[src/shared/pcg_pkg.sv]
// package for the programmable crc generator: register map, field
// positions, reset values and bus carrier types.
// assumes a 16-bit register port on the same clock as the engine.
package pcg_pkg;

  // register word indexes on the register port
  localparam logic [2:0] ADDR_CONTROL_ONE = 3'h0;
  localparam logic [2:0] ADDR_CONTROL_TWO = 3'h1;
  localparam logic [2:0] ADDR_TAPS_LOW = 3'h2;
  localparam logic [2:0] ADDR_TAPS_HIGH = 3'h3;
  localparam logic [2:0] ADDR_DATA_LOW = 3'h4;
  localparam logic [2:0] ADDR_DATA_HIGH = 3'h5;
  localparam logic [2:0] ADDR_RESULT_LOW = 3'h6;
  localparam logic [2:0] ADDR_RESULT_HIGH = 3'h7;

  // control_one field positions
  localparam int BIT_ENABLE = 15;
  localparam int BIT_IDLE_STOP = 13;
  localparam int POS_COUNT = 8;
  localparam int BIT_FULL = 7;
  localparam int BIT_EMPTY = 6;
  localparam int BIT_IRQ_SEL = 5;
  localparam int BIT_GO = 4;
  localparam int BIT_LSB_FIRST = 3;

  // control_two field positions
  localparam int POS_DATA_WIDTH = 8;
  localparam int POS_POLY_LENGTH = 0;

  // fifo depths chosen by the data width field
  localparam logic [4:0] DEPTH_WIDE = 5'h04;
  localparam logic [4:0] DEPTH_MID = 5'h08;
  localparam logic [4:0] DEPTH_NARROW = 5'h10;
  localparam logic [4:0] WIDTH_MID_MIN = 5'h08;
  localparam logic [4:0] WIDTH_WIDE_MIN = 5'h10;

  // engine rate and reset values
  localparam int BITS_PER_CYCLE = 2;
  localparam logic [4:0] FIELD_RESET = 5'h00;
  localparam logic [15:0] HALF_RESET = 16'h0000;
  localparam logic [31:0] WORD_RESET = 32'h0000_0000;

  // one request on the register port
  typedef struct packed {
    logic [2:0] addr;
    logic [15:0] wdata;
    logic wr;
    logic rd;
  } pcg_bus_req_type;

endpackage

[src/hw/pcg_crc_engine.sv]
// programmable crc generator: register file, data fifo, two-bit-per-cycle
// shift engine and completion or count event.
// assumes software on the same clock drives the register port and that
// idle_mode_in comes from the power controller on this clock.
//
// Design decisions made here: the address map and the plain strobed port.

// Notes on behaviour
// - polynomial order up to 32 supported
// - length field holds polynomial length minus one
// - set tap bits add xor feedback
// - x^0 always applied; x^32 implied at 32
// - data width 1..32, field is width-1
// - fifo depth 4, 8 or 16 by width
// - bits above width are ignored
// - count rises when msb-holding half written
// - shift only with go and words waiting
// - pop word to buffer, two bits per cycle
// - full at depth, empty at zero
// - enable low clears fifo, engine, results
// - lsb-first select picks data shift order
// - event select: count 1-to-0 or completion
// - manual go clear raises no event
// - result final some cycles after count event
// - go self-clears on completion, result readable
// - result registers writable to clear or resume
// - idle stop halts engine in idle mode
module pcg_crc_engine (
  input wire logic core_clk_in,
  input wire logic resetn_in,
  input wire pcg_pkg::pcg_bus_req_type bus_in,
  input wire logic idle_mode_in,
  output logic [15:0] rdata_out,
  output logic crc_event_out
);

  logic rst_meta_q;
  logic rst_sync_q;
  logic rst_n;

  // registers
  logic enable_q;
  logic idle_stop_q;
  logic irq_sel_q;
  logic go_q;
  logic lsb_first_q;
  logic [4:0] width_q;
  logic [4:0] poly_length_field_q;
  logic [31:0] taps_q;
  logic [15:0] data_low_q;
  logic [15:0] data_high_q;
  logic [31:0] result_q;
  logic [31:0] result_d;
  logic [15:0] rdata_q;
  logic event_q;

  // fifo and engine state
  logic [31:0] fifo_mem_q [16];
  logic [3:0] wr_ptr_q;
  logic [3:0] rd_ptr_q;
  logic [4:0] count_q;
  logic [31:0] shift_q;
  logic [31:0] shift_d;
  logic [5:0] bits_q;
  logic [5:0] bits_d;

  logic [4:0] depth;
  logic full;
  logic empty;
  logic push;
  logic pop;
  logic run;
  logic finish;
  logic go_write;
  logic [31:0] width_mask;
  logic [31:0] push_word;
  logic [31:0] pop_word;
  logic [31:0] poly_mask;

  assign rst_n = rst_sync_q;

  // reset release through two flops so release is clean on this clock
  always_ff @(posedge core_clk_in or negedge resetn_in) begin
    if (!resetn_in) begin
      rst_meta_q <= 1'b0;
      rst_sync_q <= 1'b0;
    end else begin
      rst_meta_q <= 1'b1;
      rst_sync_q <= rst_meta_q;
    end
  end

  // depth and the full flag follow the width field
  always_comb begin
    if (width_q >= pcg_pkg::WIDTH_WIDE_MIN) begin
      depth = pcg_pkg::DEPTH_WIDE;
    end else if (width_q >= pcg_pkg::WIDTH_MID_MIN) begin
      depth = pcg_pkg::DEPTH_MID;
    end else begin
      depth = pcg_pkg::DEPTH_NARROW;
    end
  end
  assign full = (count_q >= depth);
  assign empty = (count_q == pcg_pkg::FIELD_RESET);

  // masks from the configured widths
  assign width_mask = 32'hffff_ffff >> (5'h1f - width_q);
  assign poly_mask = 32'hffff_ffff >> (5'h1f - poly_length_field_q);
  assign push_word = {data_high_q, data_low_q} & width_mask;

  // a word counts once the half holding its msb is written
  always_comb begin
    push = 1'b0;
    if (bus_in.wr && enable_q && !full) begin
      if (width_q[4]) begin
        push = (bus_in.addr == pcg_pkg::ADDR_DATA_HIGH);
      end else begin
        push = (bus_in.addr == pcg_pkg::ADDR_DATA_LOW);
      end
    end
  end

  // engine runs with go unless idle stop holds it
  assign run = enable_q && go_q && !(idle_stop_q && idle_mode_in);
  assign go_write = bus_in.wr && (bus_in.addr == pcg_pkg::ADDR_CONTROL_ONE);

  // one lfsr step: data bit xor top bit feeds every enabled tap
  function automatic logic [31:0] crc_step(input logic [31:0] res,
                                           input logic din,
                                           input logic [31:0] taps,
                                           input logic [4:0] poly_length_field,
                                           input logic [31:0] pmask);
    logic fb;
    logic [31:0] nxt;
    fb = din ^ res[poly_length_field];
    nxt = (res << 1) & pmask;
    if (fb) begin
      nxt = nxt ^ ((taps | 32'h0000_0001) & pmask);
    end
    return nxt;
  endfunction

  // shift up to two bits this cycle, then refill when the buffer drains
  always_comb begin
    result_d = result_q;
    shift_d = shift_q;
    bits_d = bits_q;
    pop = 1'b0;
    finish = 1'b0;
    pop_word = fifo_mem_q[rd_ptr_q];
    if (run) begin
      for (int i = 0; i < pcg_pkg::BITS_PER_CYCLE; i++) begin
        if (bits_d != 6'h00) begin
          if (lsb_first_q) begin
            result_d = crc_step(result_d, shift_d[0], taps_q, poly_length_field_q,
                                poly_mask);
            shift_d = shift_d >> 1;
          end else begin
            result_d = crc_step(result_d, shift_d[31], taps_q, poly_length_field_q,
                                poly_mask);
            shift_d = shift_d << 1;
          end
          bits_d = bits_d - 6'h01;
        end
      end
      if (bits_d == 6'h00 && !empty) begin
        pop = 1'b1;
        bits_d = {1'b0, width_q} + 6'h01;
        if (lsb_first_q) begin
          shift_d = pop_word;
        end else begin
          shift_d = pop_word << (5'h1f - width_q);
        end
      end else if (bits_q != 6'h00 && bits_d == 6'h00) begin
        finish = 1'b1;
      end
    end
  end

  // control_one / control_two / taps: plain software registers
  always_ff @(posedge core_clk_in or negedge rst_n) begin
    if (!rst_n) begin
      enable_q <= 1'b0;
      idle_stop_q <= 1'b0;
      irq_sel_q <= 1'b0;
      lsb_first_q <= 1'b0;
      width_q <= pcg_pkg::FIELD_RESET;
      poly_length_field_q <= pcg_pkg::FIELD_RESET;
      taps_q <= pcg_pkg::WORD_RESET;
    end else if (bus_in.wr) begin
      unique case (bus_in.addr)
        pcg_pkg::ADDR_CONTROL_ONE: begin
          enable_q <= bus_in.wdata[pcg_pkg::BIT_ENABLE];
          idle_stop_q <= bus_in.wdata[pcg_pkg::BIT_IDLE_STOP];
          irq_sel_q <= bus_in.wdata[pcg_pkg::BIT_IRQ_SEL];
          lsb_first_q <= bus_in.wdata[pcg_pkg::BIT_LSB_FIRST];
        end
        pcg_pkg::ADDR_CONTROL_TWO: begin
          width_q <= bus_in.wdata[pcg_pkg::POS_DATA_WIDTH +: 5];
          poly_length_field_q <= bus_in.wdata[pcg_pkg::POS_POLY_LENGTH +: 5];
        end
        pcg_pkg::ADDR_TAPS_LOW: begin
          taps_q[15:1] <= bus_in.wdata[15:1];
        end
        pcg_pkg::ADDR_TAPS_HIGH: begin
          taps_q[31:16] <= bus_in.wdata;
        end
        default: begin
        end
      endcase
    end
  end

  // go: software write wins over the self-clear in the same cycle
  always_ff @(posedge core_clk_in or negedge rst_n) begin
    if (!rst_n) begin
      go_q <= 1'b0;
    end else if (go_write) begin
      go_q <= bus_in.wdata[pcg_pkg::BIT_GO];
    end else if (finish && empty) begin
      go_q <= 1'b0;
    end
  end

  // data staging; the high half is cleared with the module
  always_ff @(posedge core_clk_in or negedge rst_n) begin
    if (!rst_n) begin
      data_low_q <= pcg_pkg::HALF_RESET;
      data_high_q <= pcg_pkg::HALF_RESET;
    end else if (!enable_q) begin
      data_high_q <= pcg_pkg::HALF_RESET;
    end else if (bus_in.wr) begin
      if (bus_in.addr == pcg_pkg::ADDR_DATA_LOW) begin
        data_low_q <= bus_in.wdata;
      end
      if (bus_in.addr == pcg_pkg::ADDR_DATA_HIGH) begin
        data_high_q <= bus_in.wdata;
      end
    end
  end

  // push word is built from the halves including this write
  logic [31:0] push_now;
  always_comb begin
    push_now = push_word;
    if (bus_in.addr == pcg_pkg::ADDR_DATA_LOW) begin
      push_now = {data_high_q, bus_in.wdata} & width_mask;
    end else begin
      push_now = {bus_in.wdata, data_low_q} & width_mask;
    end
  end

  // fifo storage, indexed by the write pointer
  always_ff @(posedge core_clk_in) begin
    if (push) begin
      fifo_mem_q[wr_ptr_q] <= push_now;
    end
  end

  // pointers and word count; disabled module holds them empty
  always_ff @(posedge core_clk_in or negedge rst_n) begin
    if (!rst_n) begin
      wr_ptr_q <= 4'h0;
      rd_ptr_q <= 4'h0;
      count_q <= pcg_pkg::FIELD_RESET;
    end else if (!enable_q) begin
      wr_ptr_q <= 4'h0;
      rd_ptr_q <= 4'h0;
      count_q <= pcg_pkg::FIELD_RESET;
    end else begin
      if (push) begin
        wr_ptr_q <= wr_ptr_q + 4'h1;
      end
      if (pop) begin
        rd_ptr_q <= rd_ptr_q + 4'h1;
      end
      // push and pop in one cycle leave the count unchanged
      if (push && !pop) begin
        count_q <= count_q + 5'h01;
      end else if (pop && !push) begin
        count_q <= count_q - 5'h01;
      end
    end
  end

  // shift buffer and result; result writes let software clear or resume
  always_ff @(posedge core_clk_in or negedge rst_n) begin
    if (!rst_n) begin
      shift_q <= pcg_pkg::WORD_RESET;
      bits_q <= 6'h00;
      result_q <= pcg_pkg::WORD_RESET;
    end else if (!enable_q) begin
      shift_q <= pcg_pkg::WORD_RESET;
      bits_q <= 6'h00;
      result_q <= pcg_pkg::WORD_RESET;
    end else begin
      shift_q <= shift_d;
      bits_q <= bits_d;
      if (bus_in.wr && bus_in.addr == pcg_pkg::ADDR_RESULT_LOW) begin
        result_q <= {result_d[31:16], bus_in.wdata};
      end else if (bus_in.wr && bus_in.addr == pcg_pkg::ADDR_RESULT_HIGH) begin
        result_q <= {bus_in.wdata, result_d[15:0]};
      end else begin
        result_q <= result_d;
      end
    end
  end

  // completion or count event, one cycle; a manual go clear never reaches here
  always_ff @(posedge core_clk_in or negedge rst_n) begin
    if (!rst_n) begin
      event_q <= 1'b0;
    end else if (irq_sel_q) begin
      event_q <= finish && empty && !go_write;
    end else begin
      // the last word still needs its shift cycles after this pulse
      event_q <= pop && !push && count_q == 5'h01;
    end
  end
  assign crc_event_out = event_q;

  // read mux, answered one cycle after the read strobe
  always_ff @(posedge core_clk_in or negedge rst_n) begin
    if (!rst_n) begin
      rdata_q <= pcg_pkg::HALF_RESET;
    end else if (bus_in.rd) begin
      unique case (bus_in.addr)
        pcg_pkg::ADDR_CONTROL_ONE: begin
          rdata_q <= {enable_q, 1'b0, idle_stop_q, count_q, full, empty,
                      irq_sel_q, go_q, lsb_first_q, 3'h0};
        end
        pcg_pkg::ADDR_CONTROL_TWO: begin
          rdata_q <= {3'h0, width_q, 3'h0, poly_length_field_q};
        end
        pcg_pkg::ADDR_TAPS_LOW: begin
          rdata_q <= {taps_q[15:1], 1'b0};
        end
        pcg_pkg::ADDR_TAPS_HIGH: begin
          rdata_q <= taps_q[31:16];
        end
        pcg_pkg::ADDR_DATA_LOW: begin
          rdata_q <= data_low_q;
        end
        pcg_pkg::ADDR_DATA_HIGH: begin
          rdata_q <= data_high_q;
        end
        pcg_pkg::ADDR_RESULT_LOW: begin
          rdata_q <= result_q[15:0];
        end
        pcg_pkg::ADDR_RESULT_HIGH: begin
          rdata_q <= result_q[31:16];
        end
        default: begin
          rdata_q <= pcg_pkg::HALF_RESET;
        end
      endcase
    end else begin
      rdata_q <= pcg_pkg::HALF_RESET;
    end
  end
  assign rdata_out = rdata_q;
endmodule

[config.mk]
export PLATFORM = sky130hd
export DESIGN_NAME = pcg_crc_engine
export DESIGN_NICKNAME = d
export VERILOG_FILES = /design/src/shared/pcg_pkg.sv /design/src/hw/pcg_crc_engine.sv
export SDC_FILE = /design/constraint.sdc
export NUM_CORES = 1
export LEC_CHECK = 0
export BUFFER_PORTS_ARGS = -buffer_cell sky130_fd_sc_hd__buf_2
export CAP_MARGIN = 20
export CORE_UTILIZATION = 40
export CTS_BUF_LIST = sky130_fd_sc_hd__clkbuf_4 sky130_fd_sc_hd__clkbuf_8
export CTS_CLUSTER_SIZE = 10
export DETAILED_ROUTE_END_ITERATION = 10
export HOLD_SLACK_MARGIN = 0.05
export MAX_ROUTING_LAYER = met4
export SYNTH_ARGS = -nofsm -noshare
export SYNTH_HDL_FRONTEND = slang
export SYNTH_SLANG_ARGS = --single-unit
[constraint.sdc]
create_clock -name core_clk_in -period 14.9 [get_ports core_clk_in]
set_input_delay 2.98 -clock core_clk_in [delete_from_list [all_inputs] [get_ports core_clk_in]]
set_output_delay 2.98 -clock core_clk_in [all_outputs]
set_load 0.1 [all_outputs]
# Word-level counts from Yosys, hierarchy flattened
# Memories as Yosys holds them, arrays and structs flattened.
# Index checks and enable logic that the tools add are counted.
# word_totals
output_inout_bits	17
ramBits	512
ff_bits	180
n_memories	1
# memory_table
name	depth	width	read_ports	rd_ports_with_merged_regs	write_ports	line_no	text
fifo_mem_q	16	32	1	0	1	pcg_crc_engine.sv:58	logic [31:0] fifo_mem_q [16];
# classes
addsub	9
eq_ne	14
reduce_logical	33
shifts	3
order_cmp	4
bitwise	11
n_mux	60
# ops
op	n
$mux W32	23
$and A32 B32 Y32	5
$pmux W16 S8	1
$mux W16	4
$shr A32 B5 Y32 const A	2
$xor A32 B32 Y32	2
$mux W6	7
$shl A32 B5 Y32	1
$mux W5	5
$mux W4	4
$logic_and A1 B1 Y1	15
$mux W1	14
$eq A3 B3 Y1 const B	4
$reduce_bool A6 Y1	2
$sub A6 B1 Y6 const B	2
$bmux W1 S5	2
$reduce_and A2 Y1	5
$sub A5 B5 Y5 const A	2
$add A4 B1 Y4 const B	2
$ne A2 B1 Y1 const B	4
$add A5 B1 Y6 const B	1
$eq A3 B2 Y1 const B	2
$logic_not A1 Y1	6
$logic_not A6 Y1	1
15 further kinds	18

# Logic depth before layout (Yosys ltp)
# Gate-level depths: netlist (run 1).
# logic_depth
ltp_word	18
depth_mapped	20
mapped_depth_nobuf	17

# Least setup slack after synthesis (run 1)
# Ideal clock, no wire load.
# synth_timing
kind	input-to-reg
from	in bus_in[18] in the netlist's numbering
to	mem fifo_mem_q[0][18], data pin
t_arrival_ns	5.533
path_slack_ns	8.878
setup_time_ns	0.490
required_time_ns	14.410
path_buffers	2
stages	6
cell_sequence	buf_1 > nor2_1 > nand2_1 > buf_1 > nor2_1 > a2111oi_0
# synth_between
elab_chain_len	2
# synth_lines
item	line_no	text
from (decl)	pcg_crc_engine.sv:31	input wire pcg_pkg::pcg_bus_req_type bus_in,
$eq A3 B3 Y1	pcg_crc_engine.sv:246	if (bus_in.addr == pcg_pkg::ADDR_DATA_LOW) begin
$mux W32	pcg_crc_engine.sv:246	
named net push_now[18]	pcg_crc_engine.sv:243	logic [31:0] push_now;
to (decl)	pcg_crc_engine.sv:58	
# The timed path passes the listed nets, and every way through them passes these cells.

# Final worst setup path (run 1)
# layout_timing
from	reg poly_length_field_q[0]
to	reg result_q[31]
# layout_between
elab_chain_len	18
# layout_lines
item	line_no	text
from (decl)	pcg_crc_engine.sv:48	logic [4:0] poly_length_field_q;
from (signal assigned)	pcg_crc_engine.sv:188	poly_length_field_q <= pcg_pkg::FIELD_RESET;
from (signal assigned)	pcg_crc_engine.sv:200	poly_length_field_q <= bus_in.wdata[pcg_pkg::POS_POLY_LENGTH +: 5];
$sub A5 B5 Y5	pcg_crc_engine.sv:108	assign poly_mask = 32'hffff_ffff >> (5'h1f - poly_length_field_q);
$shr A32 B5 Y32	pcg_crc_engine.sv:108	
$and A32 B32 Y32 (on tied branches)	pcg_crc_engine.sv:136, pcg_crc_engine.sv:138	
$xor A32 B32 Y32	pcg_crc_engine.sv:138	nxt = nxt ^ ((taps | 32'h0000_0001) & pmask);
$mux W32	pcg_crc_engine.sv:137	if (fb) begin
$mux W32	pcg_crc_engine.sv:154	if (lsb_first_q) begin
$mux W32	pcg_crc_engine.sv:153	if (bits_d != 6'h00) begin
$mux W32	pcg_crc_engine.sv:151	if (run) begin
(+2 left out)	-	
$xor A1 B1 Y1	pcg_crc_engine.sv:135	fb = din ^ res[poly_length_field];
$mux W32	pcg_crc_engine.sv:137	
$mux W32	pcg_crc_engine.sv:154	
$mux W32 *	pcg_crc_engine.sv:153	
$mux W32 *	pcg_crc_engine.sv:151	
$mux W32	pcg_crc_engine.sv:301	end else if (bus_in.wr && bus_in.addr == pcg_pkg::ADDR_RESULT_HIGH) begin
$mux W32 *	pcg_crc_engine.sv:299	if (bus_in.wr && bus_in.addr == pcg_pkg::ADDR_RESULT_LOW) begin
$mux W32 *	pcg_crc_engine.sv:292	end else if (!enable_q) begin
to (signal assigned)	pcg_crc_engine.sv:291	result_q <= pcg_pkg::WORD_RESET;
to (signal assigned)	pcg_crc_engine.sv:300	result_q <= {result_d[31:16], bus_in.wdata};
to (signal assigned)	pcg_crc_engine.sv:302	result_q <= {bus_in.wdata, result_d[15:0]};
to (decl)	pcg_crc_engine.sv:52	logic [31:0] result_q;
# Mark *: on every way between the ends. The rest lies on a longest branch, timed or not. The select of a mux whose other input is x is not followed.
# A chain may end at the register's enable or synchronous reset.

==> results summary, run 1 <==
The layer carrying the most global-route usage is met2. The die width came out at 299 um. The total detailed-routing wirelength came out at 108000 um. The floorplan step defined a die boundary enclosing 0.0891 mm2. The slew at the pin with the worst max-slew slack came out at 1.15 ns. The number of levels in the clock H-tree came out at 3. Across all hold checks on the routed design, the worst slack comes to 0.353 ns. The path with the worst hold slack has its endpoint at rst_n$_DFF_PN0_. When the netlist entered floorplanning its net count stood at 2919. The worst max-slew margin expressed relative to the limit is 23.4%.

The first-pass iteration count of the detailed router came out at 7. The number of buffers on the longest clock path came out at 3. The worst setup skew after layout came out at 0.0388 ns. Yosys attributes the largest share of cell area to edfxtp_1 (44%), dfrtp_1 (13%), mux2i_1 (8.0%). The clock transition at the registers of the reported paths came out at 0.06 ns. The flow ran to the end, and the final reports show no timing, DRC or antenna violations. The post-route minimum period came out at 6.61 ns. The number of max-capacitance violations reported came out at 0. The initial antenna violation count came out at 1.

The post-synthesis instance area is 0.0352 mm2. The required time reported for the critical path endpoint came out at 15.56 ns. The setup slack of the worst register-to-register path is 8.29 ns.

For this run, global-route usage on met1 was measured as 33.6%. The hold violation total from the final report came out at 0. The count of flip-flops with a built-in enable after synthesis came out at 512. The post-route fraction of the period consumed by the critical path is 44.4%. The post-route DRC violation count is 0. STA classifies the critical path endpoint as a flip-flop. The synthesized instance count came out at 2873. The final count of pins violating max slew came to 0. Setup repair after global routing left no endpoint under its margin.

The count of boundary I/O pins is 41. In the global route stage, overall resource usage came out at 24.6%. The average instance in the mapped netlist occupies 12.2 um2. The CTS buffer count came out at 113.

The simple-gate share of the synthesized area is 8.84%. The worst hold path passes through 0 cells. Global routing finished with a remaining overflow of 0. For this configuration, the core starts out at a cell density of 40.5%. The largest total area in the synthesized netlist belongs to edfxtp_1. The post-CTS setup repair buffer count came out at 0. The wire-length estimate of the detail-placed layout is 67900 um. The first global-routing pass estimated 161000 um of wire.

The met2 layer usage reported by global route is 37.6%. For this design, the sink count on the clock tree is 692. The final weighted congestion in routability-driven placement came out at 0.956. The maximum fanout count along the critical path came out at 30.

The register area share after synthesis is 56.5%. The cell area power density came out at 143 mW/mm2. Setup violations remaining at the end of the flow were counted as 0. The core outline area is 0.0869 mm2. The worst register-to-register path begins at poly_length_field_q[0]$_DFFE_PN0P_. The fraction of post-synthesis cell area in the top cell type by area is 43.7%.

Summing the areas of all fa, ha and maj instances in the mapped netlist gives 0.783% of the synthesized area. The data arrival time of the worst path is 7.27 ns. The total of hold buffers inserted after clock tree synthesis is 0.

The global-route met3 utilization is 3.54%. The total of buffers placed on input and output ports is 40. The count of state elements after synthesis is 692.

The critical path class is reg2reg. The detailed-route via count came out at 25300. The main combinational cell family by area after synthesis is multiplexers. The worst hold path begins at rst_meta_q$_DFF_PN0_. The number of cells on the worst reg-to-reg path is 16. The number of warnings printed during yosys synthesis came out at 0. The final routed wire length divided by cell count came out at 26.3 um. The timing-limited maximum frequency is 0.151 GHz. In this run, the number of DRC markers left after iteration 0 of detailed routing was 2764. The portion of netlist area occupied by mux cells came out at 16.1%. The type of the tightest min-delay check is reg2reg. Once detail routing completed, the nets flagged for antenna violations numbered 0.

In the synthesized netlist the dominant register cell turns out to be edfxtp_1. Compared with the post-synthesis result, the final layout area differs by 11.0%. The clock root buffer master is clkbuf_8. Summing the areas of all compound-gate instances in the mapped netlist gives 13.5% of the synthesized area. The number of global-route vias before repair came to 24300. Of the cells placed in the final design, the portion with a size suffix greater than 1 is 18.1%. After routing, the total negative slack on setup checks comes to 0 ns. The leakage power is 0.0137 uW. Of the total synthesized cell area, the portion taken by XOR and XNOR cells is 1.17%. The maximum number of pins on one net before global-route repair is 77. The die is 299 um tall. The total number of nets in the final design is 2923. The count of cell types in the netlist came out at 77. The number of core rows came out at 108. The proportion of synthesized flip-flops having asynchronous set or reset came out at 26.0%. The maximum vdd drop is 0.134 mV.

The clock latency at the later pin of the worst-skew pair came out at 0.76 ns. The number of resized instances in the post-cts repair step came out at 0. TritonCTS built the clock tree. The sort of element at the start of the critical path is a flip-flop. The destination of the worst register-to-register timing path is result_q[31]$_DFF_PN0_.

Using the TritonRoute via totals, the vias-per-cell ratio works out to 6.14.
flip-flops by register name, indices dropped and copies added (netlist names), 4 cells and up:
signal	cells
poly_length_field_q	5
data_low_q	16
count_q	5
data_high_q	16
rdata_out	16
rd_ptr_q	4
bits_q	6
result_q	32
shift_q	32
wr_ptr_q	4
width_q	5
fifo_mem_q	512
taps_q	31
worst max path at each step:
stage / startpoint / endpoint / depth (start not counted)
3_5_place_dp: poly_length_field_q[0]$_DFFE_PN0P_ / result_q[31]$_DFF_PN0_ / 16
6_report: poly_length_field_q[0]$_DFFE_PN0P_ / result_q[31]$_DFF_PN0_ / 16
4_1_cts: poly_length_field_q[0]$_DFFE_PN0P_ / result_q[31]$_DFF_PN0_ / 16
2_1_floorplan: bus_in[18] / fifo_mem_q[0][18]$_DFFE_PP_ / 6
5_1_grt: poly_length_field_q[0]$_DFFE_PN0P_ / result_q[23]$_DFF_PN0_ / 16
3_3_place_gp: poly_length_field_q[0]$_DFFE_PN0P_ / result_q[26]$_DFF_PN0_ / 16
report_power, final:
group          switching [uW]  internal (uW)
registers                 144           2220
clock network             792            920
logic                    1030            487
critical path, cell delays in order (launching register included):
cell and delay [ns]:
dfrtp_1 0.32, buf_4 0.37, mux4_1 0.62, mux2_2 0.29
a2111o_1 0.43, nand3_1 0.48, buf_4 0.37, and2_1 0.57
mux2_2 0.41, a41oi_2 0.18, a211oi_1 0.07, a2111o_1 0.43
a32o_2 0.30, xnor2_4 0.63, buf_4 0.44, mux2_2 0.38
o21ai_0 0.18
layer usage:
metal / share of wire, % / routed length (um)
met2: 47 / 50600
met4: 3.4 / 3730
met1: 42 / 45700
met5: 0 / 0
met3: 7.7 / 8290
placed cells by master, fill, tap and decap left out, types with 43 or more instances in the layout:
| master | Yosys | routed |
|---|---|---|
| a22oi_1 | 43 | 43 |
| mux4_2 | 88 | 88 |
| o21ai_0 | 203 | 203 |
| mux2i_1 | 281 | 281 |
| nor2_1 | 167 | 165 |
| a221oi_1 | 53 | 53 |
| clkbuf_8 | 0 | 122 |
| dfrtp_1 | 180 | 175 |
| a21oi_1 | 146 | 146 |
| edfxtp_1 | 512 | 512 |
| buf_4 | 2 | 70 |
| nand3_1 | 88 | 87 |
| mux2_2 | 76 | 76 |
| nand2_1 | 270 | 270 |
synthesized netlist by cell type (27+ instances only):
master	instances
edfxtp_1	512
mux2i_1	281
nand2_1	270
o21ai_0	203
dfrtp_1	180
clkbuf_1	177
nor2_1	167
a21oi_1	146
mux4_2	88
nand3_1	88
mux2_2	76
a221oi_1	53
a22oi_1	43
nor3_1	41
o221ai_1	37
and3_1	35
buf_1	35
o211ai_1	34
and2_1	33
inv_1	30
a211oi_1	27
area by class of cell:
| type | instances | area (um2) |
|---|---|---|
| diodes | 1 | 2.50 |
| clock buffers | 151 | 1900 |
| clock inverters | 53 | 419 |
| fillers | 7846 | 47800 |
| inverters | 30 | 113 |
| multi-input cells | 1920 | 14400 |
| flip-flops and latches | 692 | 19900 |
| well taps | 1155 | 1450 |
| repair buffers | 120 | 882 |
through the flow:
stage                     utilization (%)  instances  instance area [um2]  total power, uW  setup slack [ns]
final                                44.9       4122                39000             5600              8.29
after CTS                            44.8       4109                38900             5600              8.36
after global routing                 44.9       4121                39000             5830              8.08
after global placement               42.0       3899                36500             3860              8.52
after detailed placement             42.1       3905                36600             3880              8.38
after floorplan                         -       2873                35200             3430              8.88
logic make-up after synthesis:
logic type                 after synthesis
AOI/OAI and AO/OA                      715
DFF                                    692
and+or+nand+nor                        691
muxes                                  446
buffers and inverters                  261
xor gates and xnor gates                45
adders and majority gates               22
other                                    1
No activity file was read; power rests on OpenSTA's default activity.
==> run 2: changes to the inputs <==
==> constraint.sdc (replaced) <==
create_clock -name core_clk_in -period 6 [get_ports core_clk_in]
set_input_delay 1.2 -clock core_clk_in [delete_from_list [all_inputs] [get_ports core_clk_in]]
set_output_delay 1.2 -clock core_clk_in [all_outputs]
set_load 0.1 [all_outputs]
==> run 2 against run 1 <==
Against the previous run:
- first-iteration DRC count fell by 8.4%
- power rose to 2.5 times the previous value
- largest power group unchanged
- final cell count rose by 1.1%
==> results summary, run 2 (same netlist as run 1, synthesis figures left out) <==
The flow ran to the end, and the final reports show no timing, DRC or antenna violations. The die width was 299 um (unchanged). The number of resized instances in the post-cts repair step came out at 0 (unchanged).

The leakage power came out at 0.0139 uW (+1.7%). The number of max-capacitance violations reported is 0 (unchanged). The maximum vdd drop is 0.404 mV (+200%). The pre-CTS worst setup slack is 0.719 ns (-7.66 ns). The portion of total power attributed to sequential cells is 42.0% (-0.3 points). The post-route DRC violation count came out at 0 (unchanged). The worst setup path is captured at a flip-flop. The layout-stage area growth over the synthesis result is 12.0%. The initial core utilization came out at 40.5% (unchanged). The overall power after layout is 14000 uW (+150%). The post-route minimum period is 5.40 ns (-1.21 ns). The first-pass iteration count of the detailed router came out at 5 (-2). The count of boundary I/O pins is 41 (unchanged).

The worst setup skew after layout came out at 0.0493 ns (+0.0105 ns). The timing-limited maximum frequency came out at 0.185 GHz (+22%). The detailed placement HPWL came to 73600 um (+8.3%). The met1 track demand over resource came out at 34.5% (+0.88 points). The met2 layer usage reported by global route is 39.8% (+2.1 points). The global-route met3 utilization came to 3.81% (+0.27 points). The die outline height is 299 um (unchanged). The tree is rooted in a clkbuf_8. The largest register by flop count is fifo_mem_q. The CTS buffer count came to 116 (+2.7%). The most common cell after layout, fill and taps aside is edfxtp_1. The slew at the pin with the worst max-slew slack is 1.17 ns (+0.0214 ns). The total global routing track utilization is 25.7% (+1.1 points). The power share of the combinational group is 27.5% (+0.4 points). The overall die area is 0.0891 mm2 (unchanged). In the final layout, the registers with the most flip-flops are fifo_mem_q: 512 flops, result_q: 32 flops, shift_q: 32 flops.

The multi-input combinational cell area came out at 0.0144 mm2 (about the same). Setup repair after global routing left no endpoint under its margin. The total of hold buffers inserted after clock tree synthesis is 0 (unchanged).

The sink count of the clock tree is 692 (unchanged). The cell area power density came out at 356 mW/mm2 (+150%). The worst max-slew margin expressed relative to the limit was 21.7% (-1.6 points). The ratio of routed vias to standard cells came out at 6.11 (-0.58%). In the layout the commonest cells are edfxtp_1 (512), mux2i_1 (281), nand2_1 (270), o21ai_0 (203), dfrtp_1 (175). The final routed wire length divided by cell count is 27.0 um (+2.6%). The data arrival time of the worst path is 6.04 ns (-1.23 ns).

The path class of the tightest hold or removal check is in2async. The final non-filler cell total came out at 4167 (+1.1%). The cell count after placement was 3939 (+0.87%). The worst-case setup margin in the final layout is 0.597 ns (-7.69 ns). The maximum number of pins on one net before global-route repair is 110 (+43%). The total of buffers placed on input and output ports is 40 (unchanged).

The setup-violating endpoint count in the final report is 0 (unchanged). The number of core rows was 108 (unchanged). The number of buffers on the longest clock path was 3 (unchanged).

The clock share of power is 30.5% (about the same). The switching part of the total power came out at 34.9% (-0.19 points). In this run the most used layer during global routing was met2. The post-route fraction of the period consumed by the critical path came out at 90.1% (+46 points). The clock transition at the registers of the reported paths is 0.06 ns (about the same).

The sort of element at the start of the critical path is a flip-flop. The internal portion of total power is 9140 uW (+150%). The total congestion overflow is 0 (unchanged). The post-route antenna net violation count is 0 (unchanged).

The reported net switching power is 4900 uW (+150%). The detailed-route via count is 25400 (+0.51%). The number of global-route vias before repair came out at 25000 (+2.8%). The combined flip-flop and latch cell area came to 0.0199 mm2 (unchanged). The core outline area came out at 0.0869 mm2 (unchanged). The total detailed-routing wirelength is 112000 um (+3.8%). The maximum fanout count along the critical path came out at 45 (+50%). The share of cells above drive strength 1 was 19.5% (+1.4 points). The clock latency at the later pin of the worst-skew pair was 0.77 ns (about the same). The final total negative setup slack is 0 ns (unchanged). The final count of pins violating max slew is 0 (unchanged).

TritonCTS built the clock tree. The violation count after the first detailed-route iteration came out at 2533 (-8.4%). The first-pass GRT wire length came out at 167000 um (+3.6%). The number of levels in the clock H-tree is 3 (unchanged). The required time reported for the critical path endpoint came out at 6.64 ns (-8.92 ns). The final-layout fill cell count came out at 7859 (+0.17%). The post-CTS setup repair buffer count is 0 (unchanged).

The final weighted congestion in routability-driven placement came out at 0.939 (-1.8%). The worst hold margin came out at 0.212 ns (-0.141 ns). The flip-flop count of the largest register, all copies and words added was 512 (unchanged). The critical path class is reg2reg. The hold violation total from the final report is 0 (unchanged).

The total number of nets in the final design is 2961 (+1.3%). The initial antenna violation count came out at 5 (+4).
[run 2: cell types whose count changed in the layout (fill, tap and decap cells not counted), moves of 2 or more]
| cell | change |
|---|---|
| buf_4 | +31 |
| clkbuf_4 | +30 |
| clkinv_2 | -14 |
| clkinv_1 | -8 |
| clkbuf_8 | +5 |
| bufinv_16 | -4 |
| diode_2 | +3 |
| buf_6 | +2 |
[run 2: final cells by class]
cell class | count | area share (%)
antenna | 4 | 0.0254
clock buffer | 186 | 5.56
clock inverter | 25 | 0.457
inverter | 30 | 0.286
multi-input combinational | 1920 | 36.5
sequential | 692 | 50.5
tap | 1155 | 3.67
timing repair buffer | 155 | 3.01
[run 2: metal layers]
layer / routed length [um] / part of all wire, %
met3: 7760 / 6.9
met1: 47700 / 42
met5: 0 / 0
met4: 3760 / 3.4
met2: 53100 / 47
[run 2: final timing paths]
| path | startpoint | to | cells past startpoint | slack [ns] |
|---|---|---|---|---|
| min in group core_clk_in | rst_meta_q$_DFF_PN0_ | rst_n$_DFF_PN0_ | 0 | 0.36 |
| min | resetn_in | rst_n$_DFF_PN0_ | 1 | 0.21 |
| max reg2reg | poly_length_field_q[0]$_DFFE_PN0P_ | result_q[23]$_DFF_PN0_ | 15 | 0.60 |
| min reg2reg | rst_n$_DFF_PN0_ | rdata_out[6]$_DFF_PN0_ | 0 | 0.32 |
| max in group asynchronous | rst_n$_DFF_PN0_ | enable_q$_DFFE_PN0P_ | 2 | 3.87 |
| max | poly_length_field_q[0]$_DFFE_PN0P_ | result_q[23]$_DFF_PN0_ | 15 | 0.60 |
[run 2: power by group through the flow]
| stage | registers, uW | logic [uW] | clock network (uW) |
|---|---|---|---|
| after detailed placement | 5970 | 3730 | 0 |
| after CTS | 5880 | 3750 | 4370 |
| after global routing | 5910 | 4150 | 4580 |
| final | 5890 | 3860 | 4280 |
| after floorplan | 5860 | 2650 | 0 |
| after global placement | 5960 | 3670 | 0 |
[run 2: through the flow]
stage	area [um2]	utilization, %
5_1_grt	39400	45.4
3_5_place_dp	36900	42.5
6_report	39400	45.4
2_1_floorplan	35200	-
3_3_place_gp	36900	42.4
4_1_cts	39300	45.2
[run 2: worst max-delay path, cell delays in order, from the launching register on]
cell and delay [ns]:
dfrtp_1 0.49, buf_4 0.26, mux4_2 0.56, and2_1 0.18, a2111o_1 0.40, nand3_1 0.42, and2_1 0.53, mux2_2 0.40
a41oi_2 0.19, a211oi_1 0.07, a2111o_1 0.44, a32o_2 0.32, xnor2_4 0.20, buf_12 0.27, mux2_2 0.37, o21ai_0 0.16
